--- config.mk ---
export PLATFORM = sky130hd
export DESIGN_NAME = tasd_top
export DESIGN_NICKNAME = d
export VERILOG_FILES = /design/src/hw/tasd_pkg.sv /design/src/hw/tasd_sar.sv /design/src/hw/tasd_top.sv
export SDC_FILE = /design/constraint.sdc
export NUM_CORES = 1
export LEC_CHECK = 0
export BUFFER_PORTS_ARGS = -buffer_cell sky130_fd_sc_hd__buf_2
export CORE_MARGIN = 1.5
export CORE_UTILIZATION = 58
export CTS_BUF_LIST = sky130_fd_sc_hd__clkbuf_16
export CTS_CLUSTER_DIAMETER = 50
export DETAILED_ROUTE_END_ITERATION = 8
export PLACE_DENSITY_LB_ADDON = 0.3
export SYNTH_ARGS = -nofsm -noshare
export SYNTH_HDL_FRONTEND = slang
export SYNTH_SLANG_ARGS = --single-unit
--- constraint.sdc ---
create_clock -name pclk -period 2.73 [get_ports pclk]
set_input_delay 0.273 -clock pclk [delete_from_list [all_inputs] [get_ports pclk]]
set_output_delay 0.273 -clock pclk [all_outputs]
set_load 0.05 [all_outputs]
--- src/hw/tasd_pkg.sv ---
package tasd_pkg;
  // apb register byte offsets
  localparam logic [7:0] TASD_OFF_CTRL = 8'h00;
  localparam logic [7:0] TASD_OFF_ADC_MODE1 = 8'h04;
  localparam logic [7:0] TASD_OFF_ADC_MODE2 = 8'h08;
  localparam logic [7:0] TASD_OFF_TRIG_SEL = 8'h0c;
  localparam logic [7:0] TASD_OFF_SRC_ADDR = 8'h10;
  localparam logic [7:0] TASD_OFF_DST_ADDR = 8'h14;
  localparam logic [7:0] TASD_OFF_COUNT = 8'h18;
  localparam logic [7:0] TASD_OFF_TMR_INTERVAL = 8'h1c;
  localparam logic [7:0] TASD_OFF_TMR_CTRL = 8'h20;
  localparam logic [7:0] TASD_OFF_RESULT = 8'h24;
  localparam logic [7:0] TASD_OFF_IRQ_STAT = 8'h28;
  localparam logic [7:0] TASD_OFF_IRQ_EN = 8'h2c;
  localparam logic [7:0] TASD_OFF_IRQ_CLR = 8'h30;
  // trigger select code that picks converter completion
  localparam logic [7:0] TASD_TRIG_ADC_DONE = 8'hac;
  // ctrl bits
  localparam int TASD_CTRL_DMA_EN = 0;
  localparam int TASD_CTRL_ADC_IRQ_EN = 1;
  // first mode register bits
  localparam int TASD_M1_RUN = 0;
  localparam int TASD_M1_TRIG_TMR = 1;
  localparam int TASD_M1_HIGH_SPEED = 2;
  // second mode register: bit0 selects timer2 compare as trigger
  localparam int TASD_M2_TMR_TRIG = 0;
  // interrupt status bits
  localparam int TASD_IRQ_TMR = 0;
  localparam int TASD_IRQ_ADC = 1;
  localparam int TASD_IRQ_DMA_DONE = 2;
  // reset values
  localparam logic [15:0] TASD_COUNT_RST = 16'hffff;
  localparam logic [15:0] TASD_INTERVAL_RST = 16'hffff;
  // timing: normal conversion time and clock rate
  localparam real TASD_CONV_TIME_US = 20.7;
  localparam real TASD_CLK_MHZ = 100.0;
  localparam int TASD_CONV_CYC = int'(TASD_CONV_TIME_US * TASD_CLK_MHZ);
  localparam int TASD_HS_CONV_CYC = 64;
  localparam int TASD_TMR_PRESCALE = 4;
  localparam int TASD_ADC_BITS = 10;
  localparam int TASD_CHAN_BITS = 4;
  // converter sequencer states
  typedef enum logic [2:0] {
    TASD_ADC_IDLE = 3'b001,
    TASD_ADC_CONV = 3'b010,
    TASD_ADC_DONE = 3'b100
  } tasd_adc_st_t;
endpackage

--- src/hw/tasd_sar.sv ---
`timescale 1ns/100ps
// successive approximation core: one bit per step, msb first
module tasd_sar
  import tasd_pkg::*;
#(
  parameter int BITS = TASD_ADC_BITS
) (
  input wire logic pclk, // clock
  input wire logic presetn, // async reset, low
  input wire logic step, // advance one bit
  input wire logic clear, // begin new conversion
  input wire logic comp_hi, // comparator: input above trial
  output logic [BITS-1:0] trial, // current trial value
  output logic finished // all bits decided
);
  logic [BITS-1:0] trial_r, trial_nxt;
  logic [BITS-1:0] mask_r, mask_nxt;

  // keep or drop the trial bit, then try the next lower one
  always_comb begin
    trial_nxt = trial_r;
    mask_nxt = mask_r;
    if (clear) begin
      mask_nxt = {1'b1, {(BITS-1){1'b0}}};
      trial_nxt = {1'b1, {(BITS-1){1'b0}}};
    end else if (step && mask_r != '0) begin
      if (!comp_hi) begin
        trial_nxt = trial_r & ~mask_r;
      end
      mask_nxt = mask_r >> 1;
      trial_nxt = trial_nxt | (mask_r >> 1);
    end
  end

  always_ff @(posedge pclk or negedge presetn) begin
    if (!presetn) begin
      trial_r <= '0;
      mask_r <= '0;
    end else begin
      trial_r <= trial_nxt;
      mask_r <= mask_nxt;
    end
  end

  assign trial = trial_r;
  assign finished = (mask_r == '0);
endmodule

--- src/hw/tasd_top.sv ---
// Chosen here: the APB interface to the registers and the register addresses.
`timescale 1ns/100ps
// Functional notes
// - trigger select code ac makes converter completion start dma
// - each timer 2 compare event starts one conversion
// - each conversion completion moves one result to memory
// - count decrements per transfer; done when it wraps to minus one
// - source address fixed, destination advances after each transfer
// - first mode register has run/stop and pin/timer trigger choice
// - high speed bit clear selects normal 20.7 us conversion
// - second mode register selects timer 2 compare as trigger
// - only the selected analog channel is converted
// - converter stop ends conversions and completion events
// - stopped dma performs no transfers despite triggers
// - 16-bit timer counts prescaled clock, fires and restarts
// - adc irq, dma and timer enables together start sampling
// - result is 10 bits by successive approximation, 16 channels
module tasd_top
  import tasd_pkg::*;
#(
  parameter int CONV_CYC = TASD_CONV_CYC,
  parameter int ABITS = 32
) (
  input wire logic pclk, // system clock
  input wire logic presetn, // async reset, active low
  input wire logic psel, // apb select
  input wire logic penable, // apb access phase
  input wire logic pwrite, // apb direction
  input wire logic [7:0] paddr, // apb byte address
  input wire logic [31:0] pwdata, // apb write data
  output logic [31:0] prdata, // apb read data
  output logic pready, // apb ready
  output logic pslverr, // apb error
  input wire logic ext_trig_pin, // external conversion trigger
  input wire logic [15:0] comp_hi, // per-channel comparator
  output logic [TASD_ADC_BITS-1:0] dac_trial, // trial to comparator
  output logic [TASD_CHAN_BITS-1:0] analog_ch_sel, // muxed channel
  output logic mem_wr, // memory write strobe
  output logic [ABITS-1:0] mem_addr, // memory address
  output logic [ABITS-1:0] mem_src, // source address of transfer
  output logic [15:0] mem_wdata, // halfword to memory
  output logic irq // level interrupt
);
  logic [1:0] ctrl_r, ctrl_nxt;
  logic [2:0] mode1_r, mode1_nxt;
  logic [TASD_CHAN_BITS:0] mode2_r, mode2_nxt;
  logic [7:0] trig_r, trig_nxt;
  logic [ABITS-1:0] src_r, src_nxt, dst_r, dst_nxt;
  logic [15:0] cnt_r, cnt_nxt;
  logic [15:0] ival_r, ival_nxt, tcnt_r, tcnt_nxt;
  logic [1:0] pre_r, pre_nxt;
  logic tmr_en_r, tmr_en_nxt;
  logic [TASD_ADC_BITS-1:0] res_r, res_nxt;
  logic [2:0] ist_r, ist_nxt, ien_r, ien_nxt;
  logic [31:0] prdata_r, prdata_nxt;
  logic pready_r, pslverr_r, pslverr_nxt;
  logic mem_wr_r, mem_wr_nxt;
  logic [ABITS-1:0] maddr_r, maddr_nxt, msrc_r, msrc_nxt;
  logic [15:0] mdata_r, mdata_nxt;
  logic irq_r, irq_nxt;
  tasd_adc_st_t ast_r, ast_nxt;
  logic [15:0] ccnt_r, ccnt_nxt;
  logic tmr_evt, adc_evt, dma_done_evt, start_conv, xfer;
  logic sar_step, sar_clear, sar_fin, pin_d_r, pin_edge;
  logic [TASD_ADC_BITS-1:0] sar_trial;
  logic wr_acc, rd_acc, mapped;
  logic [15:0] step_cyc;

  assign wr_acc = psel && penable && pwrite;
  assign rd_acc = psel && penable && !pwrite;

  // address decode; unknown offsets answer with an error
  always_comb begin
    mapped = 1'b1;
    if (paddr == TASD_OFF_CTRL) prdata_nxt = {30'h0, ctrl_r};
    else if (paddr == TASD_OFF_ADC_MODE1) prdata_nxt = {29'h0, mode1_r};
    else if (paddr == TASD_OFF_ADC_MODE2) prdata_nxt = {27'h0, mode2_r};
    else if (paddr == TASD_OFF_TRIG_SEL) prdata_nxt = {24'h0, trig_r};
    else if (paddr == TASD_OFF_SRC_ADDR) prdata_nxt = 32'(src_r);
    else if (paddr == TASD_OFF_DST_ADDR) prdata_nxt = 32'(dst_r);
    else if (paddr == TASD_OFF_COUNT) prdata_nxt = {16'h0, cnt_r};
    else if (paddr == TASD_OFF_TMR_INTERVAL) prdata_nxt = {16'h0, ival_r};
    else if (paddr == TASD_OFF_TMR_CTRL) prdata_nxt = {31'h0, tmr_en_r};
    else if (paddr == TASD_OFF_RESULT) prdata_nxt = {22'h0, res_r};
    else if (paddr == TASD_OFF_IRQ_STAT) prdata_nxt = {29'h0, ist_r};
    else if (paddr == TASD_OFF_IRQ_EN) prdata_nxt = {29'h0, ien_r};
    else if (paddr == TASD_OFF_IRQ_CLR) prdata_nxt = 32'h0;
    else begin
      prdata_nxt = 32'h0;
      mapped = 1'b0;
    end
    if (!rd_acc || pready_r) prdata_nxt = prdata_r;
    pslverr_nxt = psel && penable && !pready_r && !mapped;
  end

  // timer: prescale by four, count to interval, fire and restart
  always_comb begin
    pre_nxt = pre_r;
    tcnt_nxt = tcnt_r;
    tmr_evt = 1'b0;
    if (tmr_en_r) begin
      pre_nxt = 2'(pre_r + 2'h1);
      if (pre_r == 2'(TASD_TMR_PRESCALE - 1)) begin
        if (tcnt_r == ival_r) begin
          tcnt_nxt = 16'h0;
          tmr_evt = 1'b1;
        end else begin
          tcnt_nxt = 16'(tcnt_r + 16'h1);
        end
      end
    end else begin
      pre_nxt = 2'h0;
      tcnt_nxt = 16'h0;
    end
  end

  // trigger source: timer 2 compare or rising edge of the pin
  assign pin_edge = ext_trig_pin && !pin_d_r;
  always_comb begin
    start_conv = 1'b0;
    if (mode1_r[TASD_M1_RUN]) begin
      if (mode1_r[TASD_M1_TRIG_TMR]) begin
        start_conv = tmr_evt && mode2_r[TASD_M2_TMR_TRIG];
      end else begin
        start_conv = pin_edge;
      end
    end
  end

  // per-bit step time; normal speed spreads the full conversion time
  assign step_cyc = mode1_r[TASD_M1_HIGH_SPEED] ?
    16'(TASD_HS_CONV_CYC / TASD_ADC_BITS) :
    16'(CONV_CYC / TASD_ADC_BITS);

  // converter sequencer; a new trigger during a conversion is ignored
  always_comb begin
    ast_nxt = ast_r;
    ccnt_nxt = ccnt_r;
    sar_step = 1'b0;
    sar_clear = 1'b0;
    adc_evt = 1'b0;
    res_nxt = res_r;
    case (ast_r)
      TASD_ADC_IDLE: begin
        if (start_conv) begin
          sar_clear = 1'b1;
          ccnt_nxt = 16'h0;
          ast_nxt = TASD_ADC_CONV;
        end
      end
      TASD_ADC_CONV: begin
        if (!mode1_r[TASD_M1_RUN]) begin
          ast_nxt = TASD_ADC_IDLE;
        end else if (sar_fin) begin
          ast_nxt = TASD_ADC_DONE;
        end else if (ccnt_r >= 16'(step_cyc - 16'h1)) begin
          sar_step = 1'b1;
          ccnt_nxt = 16'h0;
        end else begin
          ccnt_nxt = 16'(ccnt_r + 16'h1);
        end
      end
      TASD_ADC_DONE: begin
        res_nxt = sar_trial;
        adc_evt = ctrl_r[TASD_CTRL_ADC_IRQ_EN];
        ast_nxt = TASD_ADC_IDLE;
      end
      default: ast_nxt = TASD_ADC_IDLE;
    endcase
  end

  tasd_sar #(.BITS(TASD_ADC_BITS)) u_sar (
    .pclk(pclk),
    .presetn(presetn),
    .step(sar_step),
    .clear(sar_clear),
    .comp_hi(comp_hi[mode2_r[TASD_CHAN_BITS:1]]),
    .trial(sar_trial),
    .finished(sar_fin)
  );

  // dma: gated by trigger code and channel enable
  assign xfer = adc_evt && ctrl_r[TASD_CTRL_DMA_EN] &&
    trig_r == TASD_TRIG_ADC_DONE;
  assign dma_done_evt = xfer && cnt_r == 16'h0;

  // register writes and dma address/count updates
  always_comb begin
    ctrl_nxt = ctrl_r;
    mode1_nxt = mode1_r;
    mode2_nxt = mode2_r;
    trig_nxt = trig_r;
    src_nxt = src_r;
    dst_nxt = dst_r;
    cnt_nxt = cnt_r;
    ival_nxt = ival_r;
    tmr_en_nxt = tmr_en_r;
    ien_nxt = ien_r;
    ist_nxt = ist_r;
    mem_wr_nxt = 1'b0;
    maddr_nxt = maddr_r;
    msrc_nxt = msrc_r;
    mdata_nxt = mdata_r;
    if (wr_acc && !pready_r) begin
      if (paddr == TASD_OFF_CTRL) ctrl_nxt = pwdata[1:0];
      else if (paddr == TASD_OFF_ADC_MODE1) mode1_nxt = pwdata[2:0];
      else if (paddr == TASD_OFF_ADC_MODE2) mode2_nxt = pwdata[4:0];
      else if (paddr == TASD_OFF_TRIG_SEL) trig_nxt = pwdata[7:0];
      else if (paddr == TASD_OFF_SRC_ADDR) src_nxt = pwdata[ABITS-1:0];
      else if (paddr == TASD_OFF_DST_ADDR) dst_nxt = pwdata[ABITS-1:0];
      else if (paddr == TASD_OFF_COUNT) cnt_nxt = pwdata[15:0];
      else if (paddr == TASD_OFF_TMR_INTERVAL) ival_nxt = pwdata[15:0];
      else if (paddr == TASD_OFF_TMR_CTRL) tmr_en_nxt = pwdata[0];
      else if (paddr == TASD_OFF_IRQ_EN) ien_nxt = pwdata[2:0];
      else if (paddr == TASD_OFF_IRQ_CLR) ist_nxt = ist_r & ~pwdata[2:0];
    end
    // hardware transfer wins over a software write in the same cycle
    if (xfer) begin
      mem_wr_nxt = 1'b1;
      maddr_nxt = dst_r;
      msrc_nxt = src_r;
      mdata_nxt = {6'h0, res_nxt};
      dst_nxt = ABITS'(dst_r + ABITS'(2));
      cnt_nxt = 16'(cnt_r - 16'h1);
    end
    // set wins over clear
    if (tmr_evt) ist_nxt[TASD_IRQ_TMR] = 1'b1;
    if (adc_evt) ist_nxt[TASD_IRQ_ADC] = 1'b1;
    if (dma_done_evt) ist_nxt[TASD_IRQ_DMA_DONE] = 1'b1;
    irq_nxt = |(ist_nxt & ien_nxt);
  end

  always_ff @(posedge pclk or negedge presetn) begin
    if (!presetn) begin
      ctrl_r <= 2'h0;
      mode1_r <= 3'h0;
      mode2_r <= 5'h0;
      trig_r <= 8'h0;
      src_r <= '0;
      dst_r <= '0;
      cnt_r <= TASD_COUNT_RST;
      ival_r <= TASD_INTERVAL_RST;
      tcnt_r <= 16'h0;
      pre_r <= 2'h0;
      tmr_en_r <= 1'b0;
      res_r <= '0;
      ist_r <= 3'h0;
      ien_r <= 3'h0;
      prdata_r <= 32'h0;
      pready_r <= 1'b0;
      pslverr_r <= 1'b0;
      mem_wr_r <= 1'b0;
      maddr_r <= '0;
      msrc_r <= '0;
      mdata_r <= 16'h0;
      irq_r <= 1'b0;
      ast_r <= TASD_ADC_IDLE;
      ccnt_r <= 16'h0;
      pin_d_r <= 1'b0;
    end else begin
      ctrl_r <= ctrl_nxt;
      mode1_r <= mode1_nxt;
      mode2_r <= mode2_nxt;
      trig_r <= trig_nxt;
      src_r <= src_nxt;
      dst_r <= dst_nxt;
      cnt_r <= cnt_nxt;
      ival_r <= ival_nxt;
      tcnt_r <= tcnt_nxt;
      pre_r <= pre_nxt;
      tmr_en_r <= tmr_en_nxt;
      res_r <= res_nxt;
      ist_r <= ist_nxt;
      ien_r <= ien_nxt;
      prdata_r <= prdata_nxt;
      pready_r <= psel && penable && !pready_r; // one wait state
      pslverr_r <= pslverr_nxt;
      mem_wr_r <= mem_wr_nxt;
      maddr_r <= maddr_nxt;
      msrc_r <= msrc_nxt;
      mdata_r <= mdata_nxt;
      irq_r <= irq_nxt;
      ast_r <= ast_nxt;
      ccnt_r <= ccnt_nxt;
      pin_d_r <= ext_trig_pin;
    end
  end

  assign prdata = prdata_r;
  assign pready = pready_r;
  assign pslverr = pslverr_r;
  assign mem_wr = mem_wr_r;
  assign mem_addr = maddr_r;
  assign mem_src = msrc_r;
  assign mem_wdata = mdata_r;
  assign irq = irq_r;
  assign dac_trial = sar_trial;
  assign analog_ch_sel = mode2_r[TASD_CHAN_BITS:1];
endmodule
---- After elaboration in Yosys (flattened, before gate mapping) ----
Index checks and enable logic that the tools add are counted.
storage, ports and cells
  memories ................................ 0
  bits in latches ......................... 0
  register bits ........................... 299
  output and inout bits ................... 130
  memory bits (read-only) ................. 0
  word-level logic and storage cells ...... 222
  bits of input ports ..................... 62
  memory bits (writable) .................. 0
operators by class
  $mul .................................... 0
  shift-type cells ........................ 0
  eq/ne operators ......................... 29
  bitwise logic cells ..................... 14
  $lt $le $gt $ge ......................... 2
  reduce and logical (&&, ||, !) cells .... 39
  add/subtract/negate cells ............... 6
  multiplexer cells ....................... 105
  div/mod/pow operators ................... 0
operators with widths
  kind                                                  number
  2-to-1 mux 32 bit                                     14
  2-to-1 mux 16 bit                                     18
  2-to-1 mux 10 bit                                     10
  2-to-1 mux 3 bit                                      28
  equality test 8 x 6 -> 1 bit (second input constant)  5
  adder 16 x 1 -> 16 bit (second input constant)        2
  adder 32 x 2 -> 32 bit (second input constant)        1
  equality test 8 x 5 -> 1 bit (second input constant)  4
  case mux 16 bit (2 select lines)                      1
  2-to-1 mux 1 bit                                      30
  inequality test 2 bit (second input constant)         9
  equality test 16 bit                                  1
  equality test 8 x 4 -> 1 bit (second input constant)  2
  >= comparator 16 bit                                  1
  zero test 16 bit                                      1
  subtractor 16 x 1 -> 16 bit (second input constant)   1
  logical AND 1 bit                                     12
  AND 10 bit                                            1
  zero test 10 bit                                      1
  inverter 10 bit                                       1
  bitwise OR 10 x 9 -> 10 bit                           1
  AND reduction 10 bit                                  1
  nonzero test 10 bit                                   1
  nonzero test 2 bit                                    5
  30 further kinds                                      44

---- Logic depth before layout (Yosys ltp) ----
  depth after elaboration ................. 17
  depth in mapped cells ................... 9

---- Cells and area by module ----
Synthesis repeated with hierarchy kept, for this count alone.
unflattened totals
  cell total of the unflattened synthesis .. 1465
  area, all modules ....................... 14316.2 um^2
by module, submodules not included
  module    area each (um^2)  times used  cells an instance
  tasd_top  13472.9           1           1380
  tasd_sar  843.3             1           85

---- Worst setup path before layout ----
OpenSTA, ideal clock, no wires.
  path type ............................... register -> register
  start point ............................. register mode1_r[2]
  end point ............................... register ccnt_r[11]
  period minus slack after synthesis ...... 2.173 ns
  cell stages (with the launch flop) ...... 9
  slack ................................... 0.557 ns
  arrival ................................. 2.106 ns
  setup time .............................. 0.067 ns
  cell sequence ........................... dfrtp_1 ha_1 a211oi_1 nand3_1 a31oi_1 nor2b_1 buf_2 nor2_1 and2_1
between the ends
  longest elaborated chain between the ends .. 7
RTL lines
  what                              line             source
  start: declaration                tasd_top.sv:45   logic [2:0] mode1_r, mode1_nxt;
  start signal: assignment          tasd_top.sv:262  mode1_r <= mode1_nxt;
  2-to-1 mux 8 bit                  tasd_top.sv:131  assign step_cyc = mode1_r[TASD_M1_HIGH_SPEED] ?
  subtractor 8 x 1 -> 9 bit         tasd_top.sv:156  end else if (ccnt_r >= 16'(step_cyc - 16'h1)) begin
  >= comparator 16 bit              tasd_top.sv:156
  2-to-1 mux 16 bit                 tasd_top.sv:156
  2-to-1 mux 16 bit                 tasd_top.sv:154  end else if (sar_fin) begin
  2-to-1 mux 16 bit                 tasd_top.sv:152  if (!mode1_r[TASD_M1_RUN]) begin
  case mux 16 bit (2 select lines)  tasd_top.sv:143  case (ast_r)
  end signal: assignment            tasd_top.sv:284  ccnt_r <= ccnt_nxt;
  end: declaration                  tasd_top.sv:62   logic [15:0] ccnt_r, ccnt_nxt;
No other way between the ends. The select of a mux whose other input is x is not followed.
A chain may end at the register's enable or synchronous reset.

---- Worst setup path in the final report ----
  start point ............................. register ast_r[1]
  end point ............................... register dst_r[29]
between the ends
  longest elaborated chain between the ends .. 6
  elaborated cells between the ends (all ways) .. 13
  classes of those cells .................. eq/ne (6); mux (2); reduce/logical (5)
RTL lines
  what                                                                                 line             source
  start: declaration                                                                   tasd_top.sv:61   tasd_adc_st_t ast_r, ast_nxt;
  start signal: assignment                                                             tasd_top.sv:283  ast_r <= ast_nxt;
  equality test 3 bit *                                                                tasd_top.sv:143
  2-to-1 mux 1 bit *                                                                   tasd_top.sv:143
  logical AND 1 bit * (2 in a row)                                                     tasd_top.sv:183  assign xfer = adc_evt && ctrl_r[TASD_CTRL_DMA_EN] &&
  inequality test 2 bit (no source line) / nonzero test 2 bit (equally long branches)  n/a
  AND reduction 7 bit (no source line)                                                 n/a
  end signal: assignment                                                               tasd_top.sv:266  dst_r <= dst_nxt;
  end: declaration                                                                     tasd_top.sv:48   logic [ABITS-1:0] src_r, src_nxt, dst_r, dst_nxt;
Every way passes the cells marked *; elsewhere a longest branch is shown, timed or not.

==> reports/summary.txt <==
Power Dens Cells = 590.4 nW/µm²
First-pass DRT Iterations = 8
Slew @ Worst Pin = 1.082 ns
#FFs+latches synth = 299
core area = 24180 µm²
Post-synth top cells = nand2_1, dfrtp_1, nor2_1, a21oi_1, nor3_1
area of the die = 25410 µm²
Tot GR Track Use = 0.3161
drt drc = 0
Syn Inst Count = 1446
Reg-to-Reg Start = ast_r[1]
Crit path depth = 6
fmax = 397.0 MHz
routed length per placed instance = 19.85 µm
Synth area leaders = dfrtp_1, nand2_1, dfstp_2
number of flops mapped to enable cells by yosys = 0
H-Tree Depth = 2
Max Buffers Root-to-Sink = 3
status = completed
clock root buffer = clkbuf_16
vias per cell = 6.104
NumNets Final = 1726
fill count = 1861
Seq/Total Area, Yosys = 0.5302
final setup TNS = 0 ns
global-route wire length before repair = 63.84 mm
prevailing post-synth register cell = dfrtp_1
Post-CTS Setup Inserts = 0
via count = 12240
Tcrit/Tclk final = 0.9226
worst hold slack = 0.008375 ns
DP Area = 15680 µm²
share of layout cells above drive strength 1 = 0.2405
Synth top area share = 0.4691
clock skew = 0.01317 ns
Reg2Reg Depth = 6
initial detailed-routing violation count = 1067
Max VDD drop = 0.0005059 V
max cap viols = 0
CP top delay family = simple AND/OR/NAND/NOR gates
CP max stage delay = 0.79 ns
mapped cell area = 14190 µm²
Worst setup SP type = register
Crit path arrival time = 2.96 ns
Overall Power = 9.938 mW
Finish-stage setup viols = 0
initial antenna violation count = 2
port bufs = 185
CP Capture Type = register
crit path from = ast_r[1]
TritonCTS clock tree = yes
CTS Buf Count = 35
yosys warns = 0
Worst Path Max Fanout = 51
Worst setup endpoint = dst_r[29]
remaining antenna violation count after routing = 0
Ports = 192
CP required = 3.17 ns
clk_lat worst skew = 0.51 ns
Static Leak = 8.196 nW
FP Rows = 57
Remaining Overflow, GRT = 0
final-report hold violation count = 0
Routed WL = 39.80 mm
cell accounting for the most synthesized area = dfrtp_1
R2R Path End = dst_r[29]
WP buf/inv = 1
number of global-route vias before repair = 11960
CP cell instances = nand4bb_1 -> or4_2 -> buf_4 -> nor2_1 -> a211oi_1 -> nor2_1
flop-to-flop setup slack = 0.21 ns
DP HPWL = 28.56 mm
gpl congestion = 0.9366
RSZ-0062 raised after global routing = no
count leader, synth = nand2_1
Critical-path top delay cell = or4_2
largest net degree at the start of global routing = 83
Final Cell Area = 16830 µm²
Max Slew Vio Count = 0
Syn Area/Cell = 9.812 µm²
Die Width = 159.4 µm
min-delay worst type = in -> reg
Distinct cells, synth = 90
CTS Sinks = 299
post-route minimum period = 2.519 ns
die height = 159.4 µm
Area Overhead vs Synth = 18.62%
ys async rst share = 1.000
Starting Density = 0.5869
Top cell by count, worst path = nor2_1
clock transition at the registers of the reported paths = 0.06 ns
slew margin rel. = 0.2726
WS Path Type = reg -> reg
[where the power goes]
part	internal (mW)	switching, mW	leakage [nW]
registers	4.56	0.0995	3.91
logic	0.227	0.636	3.75
clock network	2.53	1.89	0.541
total	7.31	2.63	8.20
[cells by family after synthesis]
kind of cell	synth area share
muxes	0.07601
adders and majority gates	0.008818
other	0.0002643
buffers and inverters	0.03210
and+or+nand+nor	0.2111
AOI/OAI and AO/OA	0.1243
xor gates and xnor gates	0.01720
DFF	0.5302
[worst reg2reg max path, delay by kind of cell (launching register included)]
kind	cells	cell delay (ns)
simple gates	4	1.58
buf+inv	1	0.33
compound gates	1	0.13
flops	1	0.41
[metrics by stage]
step,setup WS (ns),std cells,utilization
floorplan,0.5571,1451,-
global placement,0.3168,1936,0.6486
detailed placement,0.2596,1936,0.6486
CTS,0.2309,2004,0.6961
global route,0.05663,2005,0.6962
finish,0.2113,2005,0.6962
[area by class of cell]
| type | count | area (µm²) | area share |
|---|---|---|---|
| diodes | 1 | 2.502 | 0.0001487 |
| clock buffers | 36 | 900.9 | 0.05352 |
| clock inverters | 27 | 197.7 | 0.01175 |
| inverters | 19 | 71.32 | 0.004237 |
| multi-input cells | 1053 | 6248 | 0.3712 |
| flip-flops and latches | 299 | 7523 | 0.4470 |
| well taps | 324 | 405.4 | 0.02409 |
| repair buffers | 246 | 1481 | 0.08802 |
[cell usage in the layout (no fill, tap or decap), types with 14 or more instances in the layout]
cell,Yosys,layout
a211oi_1,15,15
nand3_1,30,30
mux2_1,44,44
buf_2,22,184
mux2_2,40,40
a221oi_1,20,20
inv_1,18,23
dfstp_2,33,33
o22ai_1,15,15
o21ai_1,14,14
nand2_1,289,289
nand4_1,17,17
nor3_1,47,45
xnor2_1,18,18
a21oi_1,69,69
dfrtp_1,266,266
nor2_1,172,171
buf_4,11,50
clkbuf_16,0,36
o21ai_0,44,44
[flip-flops by register name, summed over array words and instances, names as in the netlist, 2 cells and up]
name	count
u_sar.mask_r	10
mem_addr	32
ast_r	3
dst_r	32
pre_r	2
tcnt_r	16
trig_r	8
mode1_r	3
ctrl_r	2
src_r	32
ccnt_r	16
prdata	32
ist_r	3
ival_r	16
cnt_r	16
mode2_r	5
ien_r	3
mem_src	32
res_r	10
u_sar.trial	10
mem_wdata	10
[metal layers]
layer | global-route usage | vias up | share of wire | wire length, µm
li1 | - | 5538 | - | -
met3 | 0.05548 | 110 | 0.089 | 3534
met2 | 0.4998 | 608 | 0.46 | 18500
met5 | 0 | - | 0.00030 | 12
met1 | 0.4334 | 5981 | 0.41 | 16170
met4 | 0.1334 | 2 | 0.040 | 1582
[how the worst min path moves through the flow]
stage | cells past startpoint | to | from
floorplan | 0 | ast_r[1] | presetn
global placement | 1 | tcnt_r[14] | presetn
detailed placement | 1 | tcnt_r[0] | presetn
CTS | 2 | src_r[30] | pwdata[30]
global route | 2 | src_r[16] | pwdata[16]
finish | 2 | src_r[17] | pwdata[17]
[what timing repair did]
item / 4_1_cts / 5_1_grt
hold buffers: 5 / 0
resized for setup: 0 / 0
hold endpoints to repair: 48 / 0
(Power assumes the default switching activity.)
